`config.mk`:
```
export PLATFORM = sky130hd
export DESIGN_NAME = csc_core
export DESIGN_NICKNAME = d
export VERILOG_FILES = /design/src/logic/csc_pkg.sv /design/src/logic/csc_cam_mem.sv /design/src/logic/csc_enc_mon.sv /design/src/logic/csc_core.sv
export SDC_FILE = /design/constraint.sdc
export NUM_CORES = 2
export LEC_CHECK = 0
export BUFFER_PORTS_ARGS = -buffer_cell sky130_fd_sc_hd__buf_2
export CAP_MARGIN = 20
export CORE_MARGIN = 3
export CORE_UTILIZATION = 55
export DETAILED_ROUTE_END_ITERATION = 10
export PLACE_DENSITY = 0.76
export SLEW_MARGIN = 20
export SYNTH_ARGS = -nofsm -noshare
export SYNTH_HDL_FRONTEND = slang
export SYNTH_SLANG_ARGS = --single-unit
```
`constraint.sdc`:
```
create_clock -name mclk_i -period 14.9 [get_ports mclk_i]
set_input_delay 2.98 -clock mclk_i [delete_from_list [all_inputs] [get_ports mclk_i]]
set_output_delay 2.98 -clock mclk_i [all_outputs]
set_load 0.02 [all_outputs]
```
`src/logic/csc_pkg.sv`:
```
// Shared constants, types and helpers of the cam switching core
package csc_pkg;

  // ******************************************************
  // Widths and limits
  // ******************************************************
  localparam int POS_W = 16;
  localparam int DT_W = 6;
  localparam int MS_W = 15;
  localparam int IRQ_W = 3;
  localparam int STEPS_360 = 360;
  localparam int STEPS_1000 = 1000;
  localparam logic [MS_W-1:0] OFF_MS_MIN = 15'h0001;
  localparam logic [MS_W-1:0] OFF_MS_MAX = 15'h7ef4;
  localparam logic signed [17:0] DEV_LIMIT = 18'sh00003;

  // ******************************************************
  // Timing
  // ******************************************************
  localparam int CLK_FREQ_HZ = 200_000_000;
  localparam int TIME_BASE_MS = 1;
  localparam int MS_TICK_CYCLES = CLK_FREQ_HZ / 1000 * TIME_BASE_MS;

  // ******************************************************
  // Register map (byte addresses)
  // ******************************************************
  localparam int ADDR_W = 10;
  localparam logic [7:0] A_CTRL = 8'h00;
  localparam logic [7:0] A_STATUS = 8'h04;
  localparam logic [7:0] A_IRQ_STAT = 8'h08;
  localparam logic [7:0] A_IRQ_CLR = 8'h0c;
  localparam logic [7:0] A_IRQ_EN = 8'h10;
  localparam logic [7:0] A_POS = 8'h14;
  localparam logic [7:0] A_LOCK = 8'h18;
  localparam logic [7:0] A_OUTS = 8'h1c;
  localparam logic [7:0] A_DT_BLK0 = 8'h20;
  localparam logic [7:0] A_DT_BLK1 = 8'h24;
  localparam logic [7:0] A_LINK_OP = 8'h28;
  localparam logic [7:0] A_LINK_SEL = 8'h2c;
  localparam logic [7:0] A_MARKER = 8'h30;
  localparam logic [7:0] A_SHIFT = 8'h34;
  localparam logic [1:0] CAM_PAGE = 2'h1;
  localparam int CTRL_EN = 0;
  localparam int CTRL_DT_PER_OUT = 1;
  localparam int CTRL_SEP = 2;
  localparam int CTRL_ENC_LSB = 3;
  localparam logic [4:0] CTRL_RST = 5'h00;
  localparam int IRQ_DEV = 0;
  localparam int IRQ_CODE = 1;
  localparam int IRQ_LOCK = 2;

  // ******************************************************
  // Types
  // ******************************************************
  typedef enum logic [1:0] {CSC_ENC_BIN = 2'h0, CSC_ENC_G360 = 2'h1,
                            CSC_ENC_G1000 = 2'h2} csc_enc_type_t;
  typedef enum logic [1:0] {CSC_DIR_BOTH = 2'h0, CSC_DIR_CW = 2'h1,
                            CSC_DIR_CCW = 2'h2} csc_dir_t;
  typedef enum {CSC_BUS_IDLE, CSC_BUS_FETCH, CSC_BUS_DONE} csc_bus_st_t;

  typedef struct packed {
    logic [1:0] spare;
    logic [MS_W-1:0] off_ms;
    logic timed;
    logic [1:0] dir;
    logic [DT_W-1:0] dt_off;
    logic [DT_W-1:0] dt_on;
    logic [POS_W-1:0] off_pos;
    logic [POS_W-1:0] on_pos;
  } csc_cam_t;

  typedef struct packed {
    logic [POS_W-1:0] pos;
    logic signed [2:0] speed;
    logic dir_cw;
    logic valid;
  } csc_enc_t;

  // Positions per revolution for the selected encoder type
  function automatic logic [16:0] csc_modulus(input logic [1:0] t);
    unique case (t)
      CSC_ENC_G360: csc_modulus = 17'(STEPS_360);
      CSC_ENC_G1000: csc_modulus = 17'(STEPS_1000);
      default: csc_modulus = 17'h10000;
    endcase
  endfunction

  // Folds a value lying within one revolution of the range back into it
  function automatic logic [16:0] csc_wrap(input logic signed [19:0] v,
                                           input logic [16:0] m);
    if (v < 0) begin
      csc_wrap = 17'(v + $signed({3'h0, m}));
    end else if (v >= $signed({3'h0, m})) begin
      csc_wrap = 17'(v - $signed({3'h0, m}));
    end else begin
      csc_wrap = 17'(v);
    end
  endfunction

endpackage

```
`src/logic/csc_cam_mem.sv`:
```
// Dual-port cam table memory with registered reads
`timescale 1ns/1ps
module csc_cam_mem #(
  parameter int DEPTH = 16,
  parameter int AW = 4
) (
  // Clock
  input wire logic mclk_i,
  // Bus port
  input wire logic [AW-1:0] a_addr_i,
  input wire logic [1:0] a_we_i,
  input wire logic [31:0] a_wdata_i,
  output logic [63:0] a_rdata_o,
  // Scan port
  input wire logic [AW-1:0] b_addr_i,
  output logic [63:0] b_rdata_o
);
  logic [63:0] mem [DEPTH];

  always_ff @(posedge mclk_i) begin
    for (int h = 0; h < 2; h++) begin
      if (a_we_i[h]) begin
        mem[a_addr_i][32*h +: 32] <= a_wdata_i;
      end
    end
  end

  always_ff @(posedge mclk_i) begin
    a_rdata_o <= mem[a_addr_i];
    b_rdata_o <= mem[b_addr_i];
  end
endmodule

```
`src/logic/csc_enc_mon.sv`:
```
// Encoder decode, plausibility monitor and speed/direction estimate
`timescale 1ns/1ps
module csc_enc_mon
  import csc_pkg::*;
#(
  parameter int EXCESS_360 = 0,
  parameter int EXCESS_1000 = 0
) (
  // Clock and reset
  input wire logic mclk_i,
  input wire logic rst_n_i,
  // Encoder sample
  input wire logic sample_i,
  input wire logic [15:0] code_i,
  input wire logic [1:0] type_i,
  // Results
  output csc_pkg::csc_enc_t enc_o,
  output logic dev_err_o,
  output logic code_err_o
);
  import csc_pkg::*;

  generate
    if (EXCESS_360 < 0 || EXCESS_360 > 65536 - STEPS_360 ||
        EXCESS_1000 < 0 || EXCESS_1000 > 65536 - STEPS_1000) begin : g_bad_cfg
      $error("csc_enc_mon: excess offsets must keep the code window in 16 bits");
    end
  endgenerate

  logic [15:0] bin;
  logic [16:0] m;
  logic [16:0] exc;
  logic bad;
  logic [15:0] dec;
  logic signed [17:0] d;

  always_comb begin
    bin[15] = code_i[15];
    for (int i = 14; i >= 0; i--) begin
      bin[i] = bin[i+1] ^ code_i[i];
    end
    // Plain binary encoders bypass the Gray decode
    if (type_i == CSC_ENC_BIN) begin
      bin = code_i;
    end
    m = csc_modulus(type_i);
    unique case (type_i)
      CSC_ENC_G360: exc = 17'(EXCESS_360);
      CSC_ENC_G1000: exc = 17'(EXCESS_1000);
      default: exc = 17'h0;
    endcase
    // Gray codes outside the excess window are not valid positions
    bad = (type_i != CSC_ENC_BIN) && (({1'b0, bin} < exc) || ({1'b0, bin} >= exc + m));
    dec = 16'({1'b0, bin} - exc);
    d = $signed({2'h0, dec}) - $signed({2'h0, enc_o.pos});
    // Shortest way round the revolution
    if (d > $signed({1'b0, m[16:1]})) begin
      d = d - $signed({1'b0, m});
    end else if (d < -$signed({1'b0, m[16:1]})) begin
      d = d + $signed({1'b0, m});
    end
  end

  always_ff @(posedge mclk_i) begin
    if (!rst_n_i) begin
      enc_o <= '0;
      dev_err_o <= 1'b0;
      code_err_o <= 1'b0;
    end else begin
      dev_err_o <= 1'b0;
      code_err_o <= 1'b0;
      if (sample_i) begin
        if (bad) begin
          code_err_o <= 1'b1;
        end else begin
          enc_o.pos <= dec;
          enc_o.valid <= 1'b1;
          if (enc_o.valid) begin
            if (d >= DEV_LIMIT || d <= -DEV_LIMIT) begin
              dev_err_o <= 1'b1;
              enc_o.speed <= 3'sh0;
            end else begin
              enc_o.speed <= 3'(d);
            end
            if (d > 0) begin
              enc_o.dir_cw <= 1'b1;
            end else if (d < 0) begin
              enc_o.dir_cw <= 1'b0;
            end
          end
        end
      end
    end
  end
endmodule

```
`src/logic/csc_core.sv`:
```
// Cam switching core: cam table, dead-time compensation, monitor, link logic
//
// Summary of operation
// - Each cam point is moved ahead by measured speed times its dead time.
// - Dead times come per block of eight outputs or per single output.
// - With separate edges the on point and the off point use their own delays.
// - A timed cam switches on at its on point and off after its duration.
// - Timed durations are held within 1 ms to 32500 ms.
// - Each cam acts clockwise only, counter-clockwise only, or both (default).
// - A jump of three increments or more between samples raises an error.
// - An invalid excess-Gray code for 360 or 1000 steps raises an error.
// - Locked outputs refuse cam table writes; unlocked ones accept them.
// - Inputs, markers, a shift register and cams are linked per output.
`timescale 1ns/1ps
module csc_core
  import csc_pkg::*;
#(
  parameter int N_OUT = 16,
  parameter int MS_TICKS = MS_TICK_CYCLES
) (
  // Clock and reset
  input wire logic mclk_i,
  input wire logic rst_n_i,
  // Avalon-MM slave
  input wire logic [csc_pkg::ADDR_W-1:0] avs_address_i,
  input wire logic avs_read_i,
  input wire logic avs_write_i,
  input wire logic [31:0] avs_writedata_i,
  output logic [31:0] avs_readdata_o,
  output logic avs_waitrequest_o,
  // Encoder
  input wire logic enc_valid_i,
  input wire logic [15:0] enc_code_i,
  // Plant inputs and shift register feed
  input wire logic [N_OUT-1:0] in_i,
  input wire logic shift_clk_i,
  input wire logic shift_data_i,
  // Outputs
  output logic [N_OUT-1:0] cam_out_o,
  output logic irq_o
);
  import csc_pkg::*;

  localparam int IW = 4;
  localparam int TW = $clog2(MS_TICKS + 1);

  generate
    if (N_OUT < 2 || N_OUT > 16 || MS_TICKS < 1) begin : g_bad_cfg
      $error("csc_core: N_OUT must be 2..16 and MS_TICKS positive");
    end
  endgenerate

  // ******************************************************
  // Address decode
  // ******************************************************
  function automatic logic is_cam(input logic [ADDR_W-1:0] a);
    is_cam = (a[9:8] == CAM_PAGE) && (a[7] == 1'b0) && (int'(a[6:3]) < N_OUT);
  endfunction

  function automatic logic is_reg(input logic [ADDR_W-1:0] a, input logic [7:0] off);
    is_reg = (a[9:8] == 2'h0) && (a[7:0] == off);
  endfunction

  // ******************************************************
  // State
  // ******************************************************
  csc_bus_st_t bus_st;
  logic [4:0] ctrl;
  logic [IRQ_W-1:0] irq_stat;
  logic [IRQ_W-1:0] irq_en;
  logic [IRQ_W-1:0] ev;
  logic [N_OUT-1:0] lock;
  logic [N_OUT-1:0] marker;
  logic [N_OUT-1:0] cam_state;
  logic [N_OUT-1:0] prev_in;
  logic [N_OUT-1:0] next_out;
  logic [N_OUT-1:0] shreg;
  logic shift_prev;
  logic [2*DT_W-1:0] dt_blk [2];
  logic [2*N_OUT-1:0] link_op;
  logic [2*N_OUT-1:0] link_sel;
  logic [MS_W-1:0] timer [N_OUT];
  logic [TW-1:0] ms_cnt;
  logic ms_tick;
  logic [IW-1:0] scan_idx;
  logic [IW-1:0] eval_idx;
  logic req;
  logic wr_fire;
  logic cam_wr;
  logic [1:0] mem_we;
  logic [63:0] mem_a_q;
  logic [63:0] mem_b_q;
  csc_cam_t cam;
  csc_enc_t enc;
  logic dev_err;
  logic code_err;

  // ******************************************************
  // Bus slave: two wait states on every access
  // ******************************************************
  assign req = avs_read_i || avs_write_i;
  assign avs_waitrequest_o = req && (bus_st != CSC_BUS_DONE);
  assign wr_fire = avs_write_i && (bus_st == CSC_BUS_DONE);
  assign cam_wr = wr_fire && is_cam(avs_address_i);

  always_ff @(posedge mclk_i) begin
    if (!rst_n_i) begin
      bus_st <= CSC_BUS_IDLE;
    end else begin
      unique case (bus_st)
        CSC_BUS_IDLE: bus_st <= req ? CSC_BUS_FETCH : CSC_BUS_IDLE;
        CSC_BUS_FETCH: bus_st <= CSC_BUS_DONE;
        CSC_BUS_DONE: bus_st <= CSC_BUS_IDLE;
      endcase
    end
  end

  always_ff @(posedge mclk_i) begin
    if (!rst_n_i) begin
      avs_readdata_o <= 32'h0;
    end else if (bus_st == CSC_BUS_FETCH && avs_read_i) begin
      avs_readdata_o <= 32'h0;
      if (is_cam(avs_address_i)) begin
        avs_readdata_o <= avs_address_i[2] ? mem_a_q[63:32] : mem_a_q[31:0];
      end else if (avs_address_i[9:8] == 2'h0) begin
        unique case (avs_address_i[7:0])
          A_CTRL: avs_readdata_o <= 32'(ctrl);
          A_STATUS: avs_readdata_o <= 32'({enc.speed, enc.valid, enc.dir_cw});
          A_IRQ_STAT: avs_readdata_o <= 32'(irq_stat);
          A_IRQ_EN: avs_readdata_o <= 32'(irq_en);
          A_POS: avs_readdata_o <= 32'(enc.pos);
          A_LOCK: avs_readdata_o <= 32'(lock);
          A_OUTS: avs_readdata_o <= 32'(cam_out_o);
          A_DT_BLK0: avs_readdata_o <= 32'(dt_blk[0]);
          A_DT_BLK1: avs_readdata_o <= 32'(dt_blk[1]);
          A_LINK_OP: avs_readdata_o <= 32'(link_op);
          A_LINK_SEL: avs_readdata_o <= 32'(link_sel);
          A_MARKER: avs_readdata_o <= 32'(marker);
          A_SHIFT: avs_readdata_o <= 32'(shreg);
          default: avs_readdata_o <= 32'h0;
        endcase
      end
    end
  end

  // ******************************************************
  // Configuration registers
  // ******************************************************
  always_ff @(posedge mclk_i) begin
    if (!rst_n_i) begin
      ctrl <= CTRL_RST;
      irq_en <= '0;
      lock <= '0;
      marker <= '0;
      dt_blk[0] <= '0;
      dt_blk[1] <= '0;
      link_op <= '0;
      link_sel <= '0;
    end else if (wr_fire) begin
      if (is_reg(avs_address_i, A_CTRL)) ctrl <= avs_writedata_i[4:0];
      if (is_reg(avs_address_i, A_IRQ_EN)) irq_en <= avs_writedata_i[IRQ_W-1:0];
      // Lock mask stays writable so setup can change what is protected
      if (is_reg(avs_address_i, A_LOCK)) lock <= avs_writedata_i[N_OUT-1:0];
      if (is_reg(avs_address_i, A_MARKER)) marker <= avs_writedata_i[N_OUT-1:0];
      if (is_reg(avs_address_i, A_DT_BLK0)) dt_blk[0] <= avs_writedata_i[2*DT_W-1:0];
      if (is_reg(avs_address_i, A_DT_BLK1)) dt_blk[1] <= avs_writedata_i[2*DT_W-1:0];
      if (is_reg(avs_address_i, A_LINK_OP)) link_op <= avs_writedata_i[2*N_OUT-1:0];
      if (is_reg(avs_address_i, A_LINK_SEL)) link_sel <= avs_writedata_i[2*N_OUT-1:0];
    end
  end

  // ******************************************************
  // Cam table
  // ******************************************************
  always_comb begin
    mem_we = 2'h0;
    if (cam_wr && !lock[avs_address_i[6:3]]) begin
      mem_we = avs_address_i[2] ? 2'h2 : 2'h1;
    end
  end

  csc_cam_mem #(
    .DEPTH(N_OUT),
    .AW(IW)
  ) u_mem (
    .mclk_i(mclk_i),
    .a_addr_i(avs_address_i[6:3]),
    .a_we_i(mem_we),
    .a_wdata_i(avs_writedata_i),
    .a_rdata_o(mem_a_q),
    .b_addr_i(scan_idx),
    .b_rdata_o(mem_b_q)
  );

  // ******************************************************
  // Encoder monitor and interrupts
  // ******************************************************
  csc_enc_mon u_enc (
    .mclk_i(mclk_i),
    .rst_n_i(rst_n_i),
    .sample_i(enc_valid_i),
    .code_i(enc_code_i),
    .type_i(ctrl[CTRL_ENC_LSB +: 2]),
    .enc_o(enc),
    .dev_err_o(dev_err),
    .code_err_o(code_err)
  );

  always_comb begin
    ev = '0;
    ev[IRQ_DEV] = dev_err;
    ev[IRQ_CODE] = code_err;
    ev[IRQ_LOCK] = cam_wr && lock[avs_address_i[6:3]];
  end

  // New events win over a clear in the same cycle
  always_ff @(posedge mclk_i) begin
    if (!rst_n_i) begin
      irq_stat <= '0;
    end else if (wr_fire && is_reg(avs_address_i, A_IRQ_CLR)) begin
      irq_stat <= (irq_stat & ~avs_writedata_i[IRQ_W-1:0]) | ev;
    end else begin
      irq_stat <= irq_stat | ev;
    end
  end

  assign irq_o = |(irq_stat & irq_en);

  // ******************************************************
  // Scan and evaluation
  // ******************************************************
  always_ff @(posedge mclk_i) begin
    if (!rst_n_i) begin
      scan_idx <= '0;
      eval_idx <= '0;
    end else begin
      scan_idx <= (int'(scan_idx) == N_OUT - 1) ? '0 : scan_idx + 1'b1;
      eval_idx <= scan_idx;
    end
  end

  assign cam = csc_cam_t'(mem_b_q);

  logic [16:0] m;
  logic [DT_W-1:0] dt_on_sel;
  logic [DT_W-1:0] dt_off_sel;
  logic signed [19:0] adv_on;
  logic signed [19:0] adv_off;
  logic [16:0] on_eff;
  logic [16:0] off_eff;
  logic in_win;
  logic dir_ok;
  logic start;
  logic [MS_W-1:0] dur;

  always_comb begin
    m = csc_modulus(ctrl[CTRL_ENC_LSB +: 2]);
    if (ctrl[CTRL_DT_PER_OUT]) begin
      dt_on_sel = cam.dt_on;
      dt_off_sel = cam.dt_off;
    end else begin
      dt_on_sel = dt_blk[eval_idx[3]][DT_W-1:0];
      dt_off_sel = dt_blk[eval_idx[3]][2*DT_W-1:DT_W];
    end
    if (!ctrl[CTRL_SEP]) begin
      dt_off_sel = dt_on_sel;
    end
    // Signed speed moves the points against the direction of travel
    // Widened before the product so speed times a long delay cannot overflow
    adv_on = 20'(enc.speed) * 20'($signed({1'b0, dt_on_sel}));
    adv_off = 20'(enc.speed) * 20'($signed({1'b0, dt_off_sel}));
    on_eff = csc_wrap($signed({4'h0, cam.on_pos}) - adv_on, m);
    off_eff = csc_wrap($signed({4'h0, cam.off_pos}) - adv_off, m);
    in_win = csc_wrap($signed({4'h0, enc.pos}) - $signed({3'h0, on_eff}), m)
           < csc_wrap($signed({3'h0, off_eff}) - $signed({3'h0, on_eff}), m);
    unique case (cam.dir)
      CSC_DIR_BOTH: dir_ok = 1'b1;
      CSC_DIR_CW: dir_ok = enc.dir_cw;
      CSC_DIR_CCW: dir_ok = !enc.dir_cw;
      default: dir_ok = 1'b0;
    endcase
    start = cam.timed && in_win && !prev_in[eval_idx] && dir_ok;
    dur = cam.off_ms;
    if (dur < OFF_MS_MIN) dur = OFF_MS_MIN;
    if (dur > OFF_MS_MAX) dur = OFF_MS_MAX;
  end

  // ******************************************************
  // Millisecond base and timed cams
  // ******************************************************
  assign ms_tick = (int'(ms_cnt) == MS_TICKS - 1);

  always_ff @(posedge mclk_i) begin
    if (!rst_n_i) begin
      ms_cnt <= '0;
    end else begin
      ms_cnt <= ms_tick ? '0 : ms_cnt + 1'b1;
    end
  end

  always_ff @(posedge mclk_i) begin
    if (!rst_n_i) begin
      for (int i = 0; i < N_OUT; i++) timer[i] <= '0;
    end else begin
      for (int i = 0; i < N_OUT; i++) begin
        if (i == int'(eval_idx) && start) begin
          timer[i] <= dur;
        end else if (ms_tick && timer[i] != '0) begin
          timer[i] <= timer[i] - 1'b1;
        end
      end
    end
  end

  // Position no longer matters once a timed cam has started
  always_ff @(posedge mclk_i) begin
    if (!rst_n_i) begin
      cam_state <= '0;
      prev_in <= '0;
    end else begin
      prev_in[eval_idx] <= in_win;
      if (!ctrl[CTRL_EN]) begin
        cam_state[eval_idx] <= 1'b0;
      end else if (cam.timed) begin
        cam_state[eval_idx] <= start || timer[eval_idx] != '0;
      end else begin
        cam_state[eval_idx] <= in_win && dir_ok;
      end
    end
  end

  // ******************************************************
  // Shift register and logic linking
  // ******************************************************
  always_ff @(posedge mclk_i) begin
    if (!rst_n_i) begin
      shreg <= '0;
      shift_prev <= 1'b0;
    end else begin
      shift_prev <= shift_clk_i;
      if (shift_clk_i && !shift_prev) begin
        shreg <= {shreg[N_OUT-2:0], shift_data_i};
      end
    end
  end

  genvar g;
  generate
    for (g = 0; g < N_OUT; g++) begin : g_link
      logic src;
      always_comb begin
        unique case (link_sel[2*g +: 2])
          2'h0: src = in_i[g];
          2'h1: src = marker[g];
          2'h2: src = shreg[g];
          default: src = cam_state[(g + 1) % N_OUT];
        endcase
        unique case (link_op[2*g +: 2])
          2'h0: next_out[g] = cam_state[g];
          2'h1: next_out[g] = cam_state[g] & src;
          2'h2: next_out[g] = cam_state[g] | src;
          default: next_out[g] = cam_state[g] ^ src;
        endcase
      end
    end
  endgenerate

  always_ff @(posedge mclk_i) begin
    if (!rst_n_i) begin
      cam_out_o <= '0;
    end else begin
      cam_out_o <= next_out;
    end
  end
endmodule

```
==> impl_metrics.ini <==
[status]
outcome = finished, final reports clean

[synthesis]
synth.net_count = 7127
post-synth-top-area-cell = edfxtp_1
ys_warn_count = 0
async_reset_ff_share_pct = 0
synth-edff-count = 1288
synth_cell_type_count = 107
synth_seq_cells = 1670
yosysTopAreaCellShare_pct = 43.69
netlist_area_um2 = 88530
postSynthCellCount = 6735
synthTopCellsByArea = edfxtp_1, mux4_2, dfxtp_1, ha_1, nand2_1
avgSynthCellArea_um2 = 13.14
seq_area_frac_synth_pct = 52.33
synth_flop_cell = edfxtp_1

[route]
drt-wirelength-per-cell_um = 30.49
route.vias.total = 64020
wl_met3_mm = 37.62
ant_nets = 0
drt_iter0_markers = 9383
wl_mm = 278.5
wl_met1_mm = 99.49
wl_met2_mm = 126.4
drc = 0
topRoutingLayerUsed = met5
via_per_inst = 7.009
drtPass1Iterations = 9

[clock_network]
cts_tree = yes
htreeDepth = 4
cts_sinks = 1670
clk_pin_slew_worst_paths_ns = 0.06
clockBufferDepth = 3
cts_root_buf = clkbuf_16
cts_buffers = 167
clock_latency_ns = 0.84

[global_route]
grt_pass1_wl_mm = 406.9
grt-ovfl-total = 0
grt_usage_pct = 32.77
grt_max_degree = 108
antenna_found_initial = 43
grt_pass1_vias = 61720

[pwr]
power_density_nw_per_um2 = 132.9
vdd_drop_max_v = 0.0001362
total_power_mw = 13.02
leakagePower_nw = 32.99

[floorplanning]
die_y_um = 407.2
die_w_um = 407.2
core_area_um2 = 159100
floorplan.rows = 146
start_util_pct = 55.64
ios = 131
dieArea_um2 = 165800

[setup_path]
rrSetupSlack_ns = 0.79
cpMaxStageDelayCell = fa_1
reg2reg_depth = 58
critPathLaunchType = flip-flop
required_ns = 15.42
crit_fanout = 23
r2r-end = timer[8][1]
crit_type = reg -> reg
slowest_delay_ns = 0.50
arrival_ns = 14.63
cpMostUsedCell = a21o_1
worst_setup_path_end_kind = flip-flop

[sta]
final.setup_skew_ns = 0.04231
max_slew_margin_pct = 15.23
slew_violations = 0
timing.final.ws_setup_ns = 0.7873
layout_min_cycle_time_ns = 14.11
finalHoldViolations = 0
setup_viol = 0
fin_crit_sh_pct = 94.72
tightest_slew_ns = 1.269
fmax_mhz = 70.86

[cells_and_area]
fin_util_pct = 61.61
seq_area_um2 = 46340
layout.cells.non_filler = 9134
fin_area_um2 = 98030
syn_to_final_growth_pct = 10.74
fill_cells = 11490
drive_gt1_share_pct = 20.16
layout.nets = 7210
multi_input_area_um2 = 40090

[hold_path]
hold_path_depth = 2
worstHoldPathType = reg -> reg
worstHoldStart = prev_in[7]
hold_path_end = prev_in[7]

[placement]
placed_cell_area_um2 = 92010
gp_congestion = 0.9454
dpl.hpwl_mm = 174.8
port-buffer-count = 130
place_ws_ns = 0.2458
dp_cells = 8790

[flow_run]
cap_violations = 0
[report_power, final]
group / internal (mW) / total, mW / switching [mW] / leakage [nW]
registers: 5.12 / 5.25 / 0.125 / 15.1
logic: 1.25 / 3.27 / 2.02 / 15.1
clock network: 2.60 / 4.51 / 1.91 / 2.87
[per-layer routing]
metal	vias to the layer above	track usage [%]
met3	866	9.108
met4	20	15.78
li1	26530	-
met1	31720	43.89
met5	-	0
met2	4888	49.75
[state kept, by name (all words and copies together), names as in the netlist, 2 cells and up, named ones only]
register and cells:
avs_readdata_o 32, bus_st 2, cam_out_o 16, cam_state 16
ctrl 5, dt_blk 24, eval_idx 4, irq_en 3
irq_stat 3, link_op 32, link_sel 32, lock 16
marker 16, ms_cnt 18, prev_in 16, scan_idx 4
shreg 16, timer 240, u_enc.enc_o 21, u_mem.a_rdata_o 64
u_mem.b_rdata_o 62, u_mem.mem 1024
[Yosys cell counts, types with 25 or more instances]
cell type / count
nand3_1: 153
nor2b_1: 42
and3_1: 40
o21ai_0: 209
nand2_1: 492
inv_1: 288
or3_1: 74
a21oi_1: 350
xnor2_1: 193
edfxtp_1: 1288
o211ai_1: 25
or2_2: 30
o22ai_1: 119
o21bai_1: 26
or4_1: 27
nor2_1: 446
o221ai_1: 43
fa_1: 27
dfxtp_1: 382
mux4_2: 656
a22oi_1: 62
xor2_1: 134
mux2_2: 25
o31ai_1: 49
buf_1: 49
nor4_1: 61
nand4_1: 32
a31oi_1: 28
a21o_1: 50
a211oi_1: 58
ha_1: 284
and2_1: 64
nor3_1: 138
mux2i_1: 83
clkbuf_1: 318
nand2b_1: 48
[cells in the final DEF, fill, tap and decap left out, types with 25 or more instances in the layout]
master     Yosys  final
o22ai_1      119    119
nor3_1       138    132
o221ai_1      43     43
buf_4          0    161
o21bai_1      26     26
xnor2_1      193    193
a21oi_1      350    345
xor2_1       134    134
or2_2         30     30
ha_1         284    284
mux2i_1       83     83
and2_1        64     63
and3_1        40     40
nand2b_1      48     48
nand3_1      153    152
a21o_1        50     50
o211ai_1      25     25
a22oi_1       62     62
dfxtp_1      382    376
nor2_4         0     32
buf_2          6    125
nor2_1       446    406
nor4_1        61     59
mux2_2        25     25
or4_1         27     27
inv_1        288    287
a31oi_1       28     27
o31ai_1       49     49
nor2b_1       42     42
clkinv_2       0     33
nand2_1      492    491
nand4_1       32     32
edfxtp_1    1288   1288
o21ai_0      209    205
mux4_2       656    656
fa_1          27     27
clkbuf_16      0    168
or3_1         74     74
a211oi_1      58     57
[stage by stage]
stage	hold WS [ns]	TNS [ns]
6_report	0.4600	0
5_1_grt	0.4829	-3.740
3_5_place_dp	0.4475	0
2_1_floorplan	0.4130	0
4_1_cts	0.4556	0
3_3_place_gp	0.4408	0
[kinds of logic (layout without fill, tap and decap cells)]
kind of cell,after synthesis,count (layout),share of synthesized area (%)
muxes,765,765,17.97
AOI/OAI and AO/OA,1259,1259,9.399
other,0,24,0
and+or+nand+nor,1726,1726,9.428
adders and majority gates,317,317,4.696
buffers and inverters,667,896,2.863
xor gates and xnor gates,331,331,3.316
DFF,1670,1670,52.33
[layout make-up]
class	instances	area share, %
repair buffers	291	1.954
clock inverters	101	1.278
inverters	290	1.118
clock buffers	214	4.683
diodes	24	0.06126
flip-flops and latches	1670	47.27
multi-input cells	4398	40.90
well taps	2146	2.739
[critical path, delay by kind of cell, from the launching register on]
family,cells,cell delay (ns)
AOI/OAI and AO/OA,25,5.97
adders and majority gates,9,3.23
and+or+nand+nor,14,2.27
muxes,3,0.77
buffers and inverters,5,0.73
DFF,1,0.43
xor gates and xnor gates,2,0.37
[worst max path at each step]
| stage | startpoint | to |
|---|---|---|
| after floorplan | flip-flop | timer[11][0] |
| after global placement | flip-flop | timer[10][7] |
| after detailed placement | flip-flop | timer[10][7] |
| after CTS | flip-flop | timer[10][7] |
| after global routing | flip-flop | timer[8][2] |
| final | flip-flop | timer[8][1] |
[timing repair]
action / 4_1_cts / 5_1_grt
hold buffers: 0 / 0
gates resized for setup: 0 / 14
endpoints found under the setup margin: 0 / 512
hold endpoints to repair: 0 / 0
buffers inserted: 0 / 5
Power figures use the tool's default switching activity.
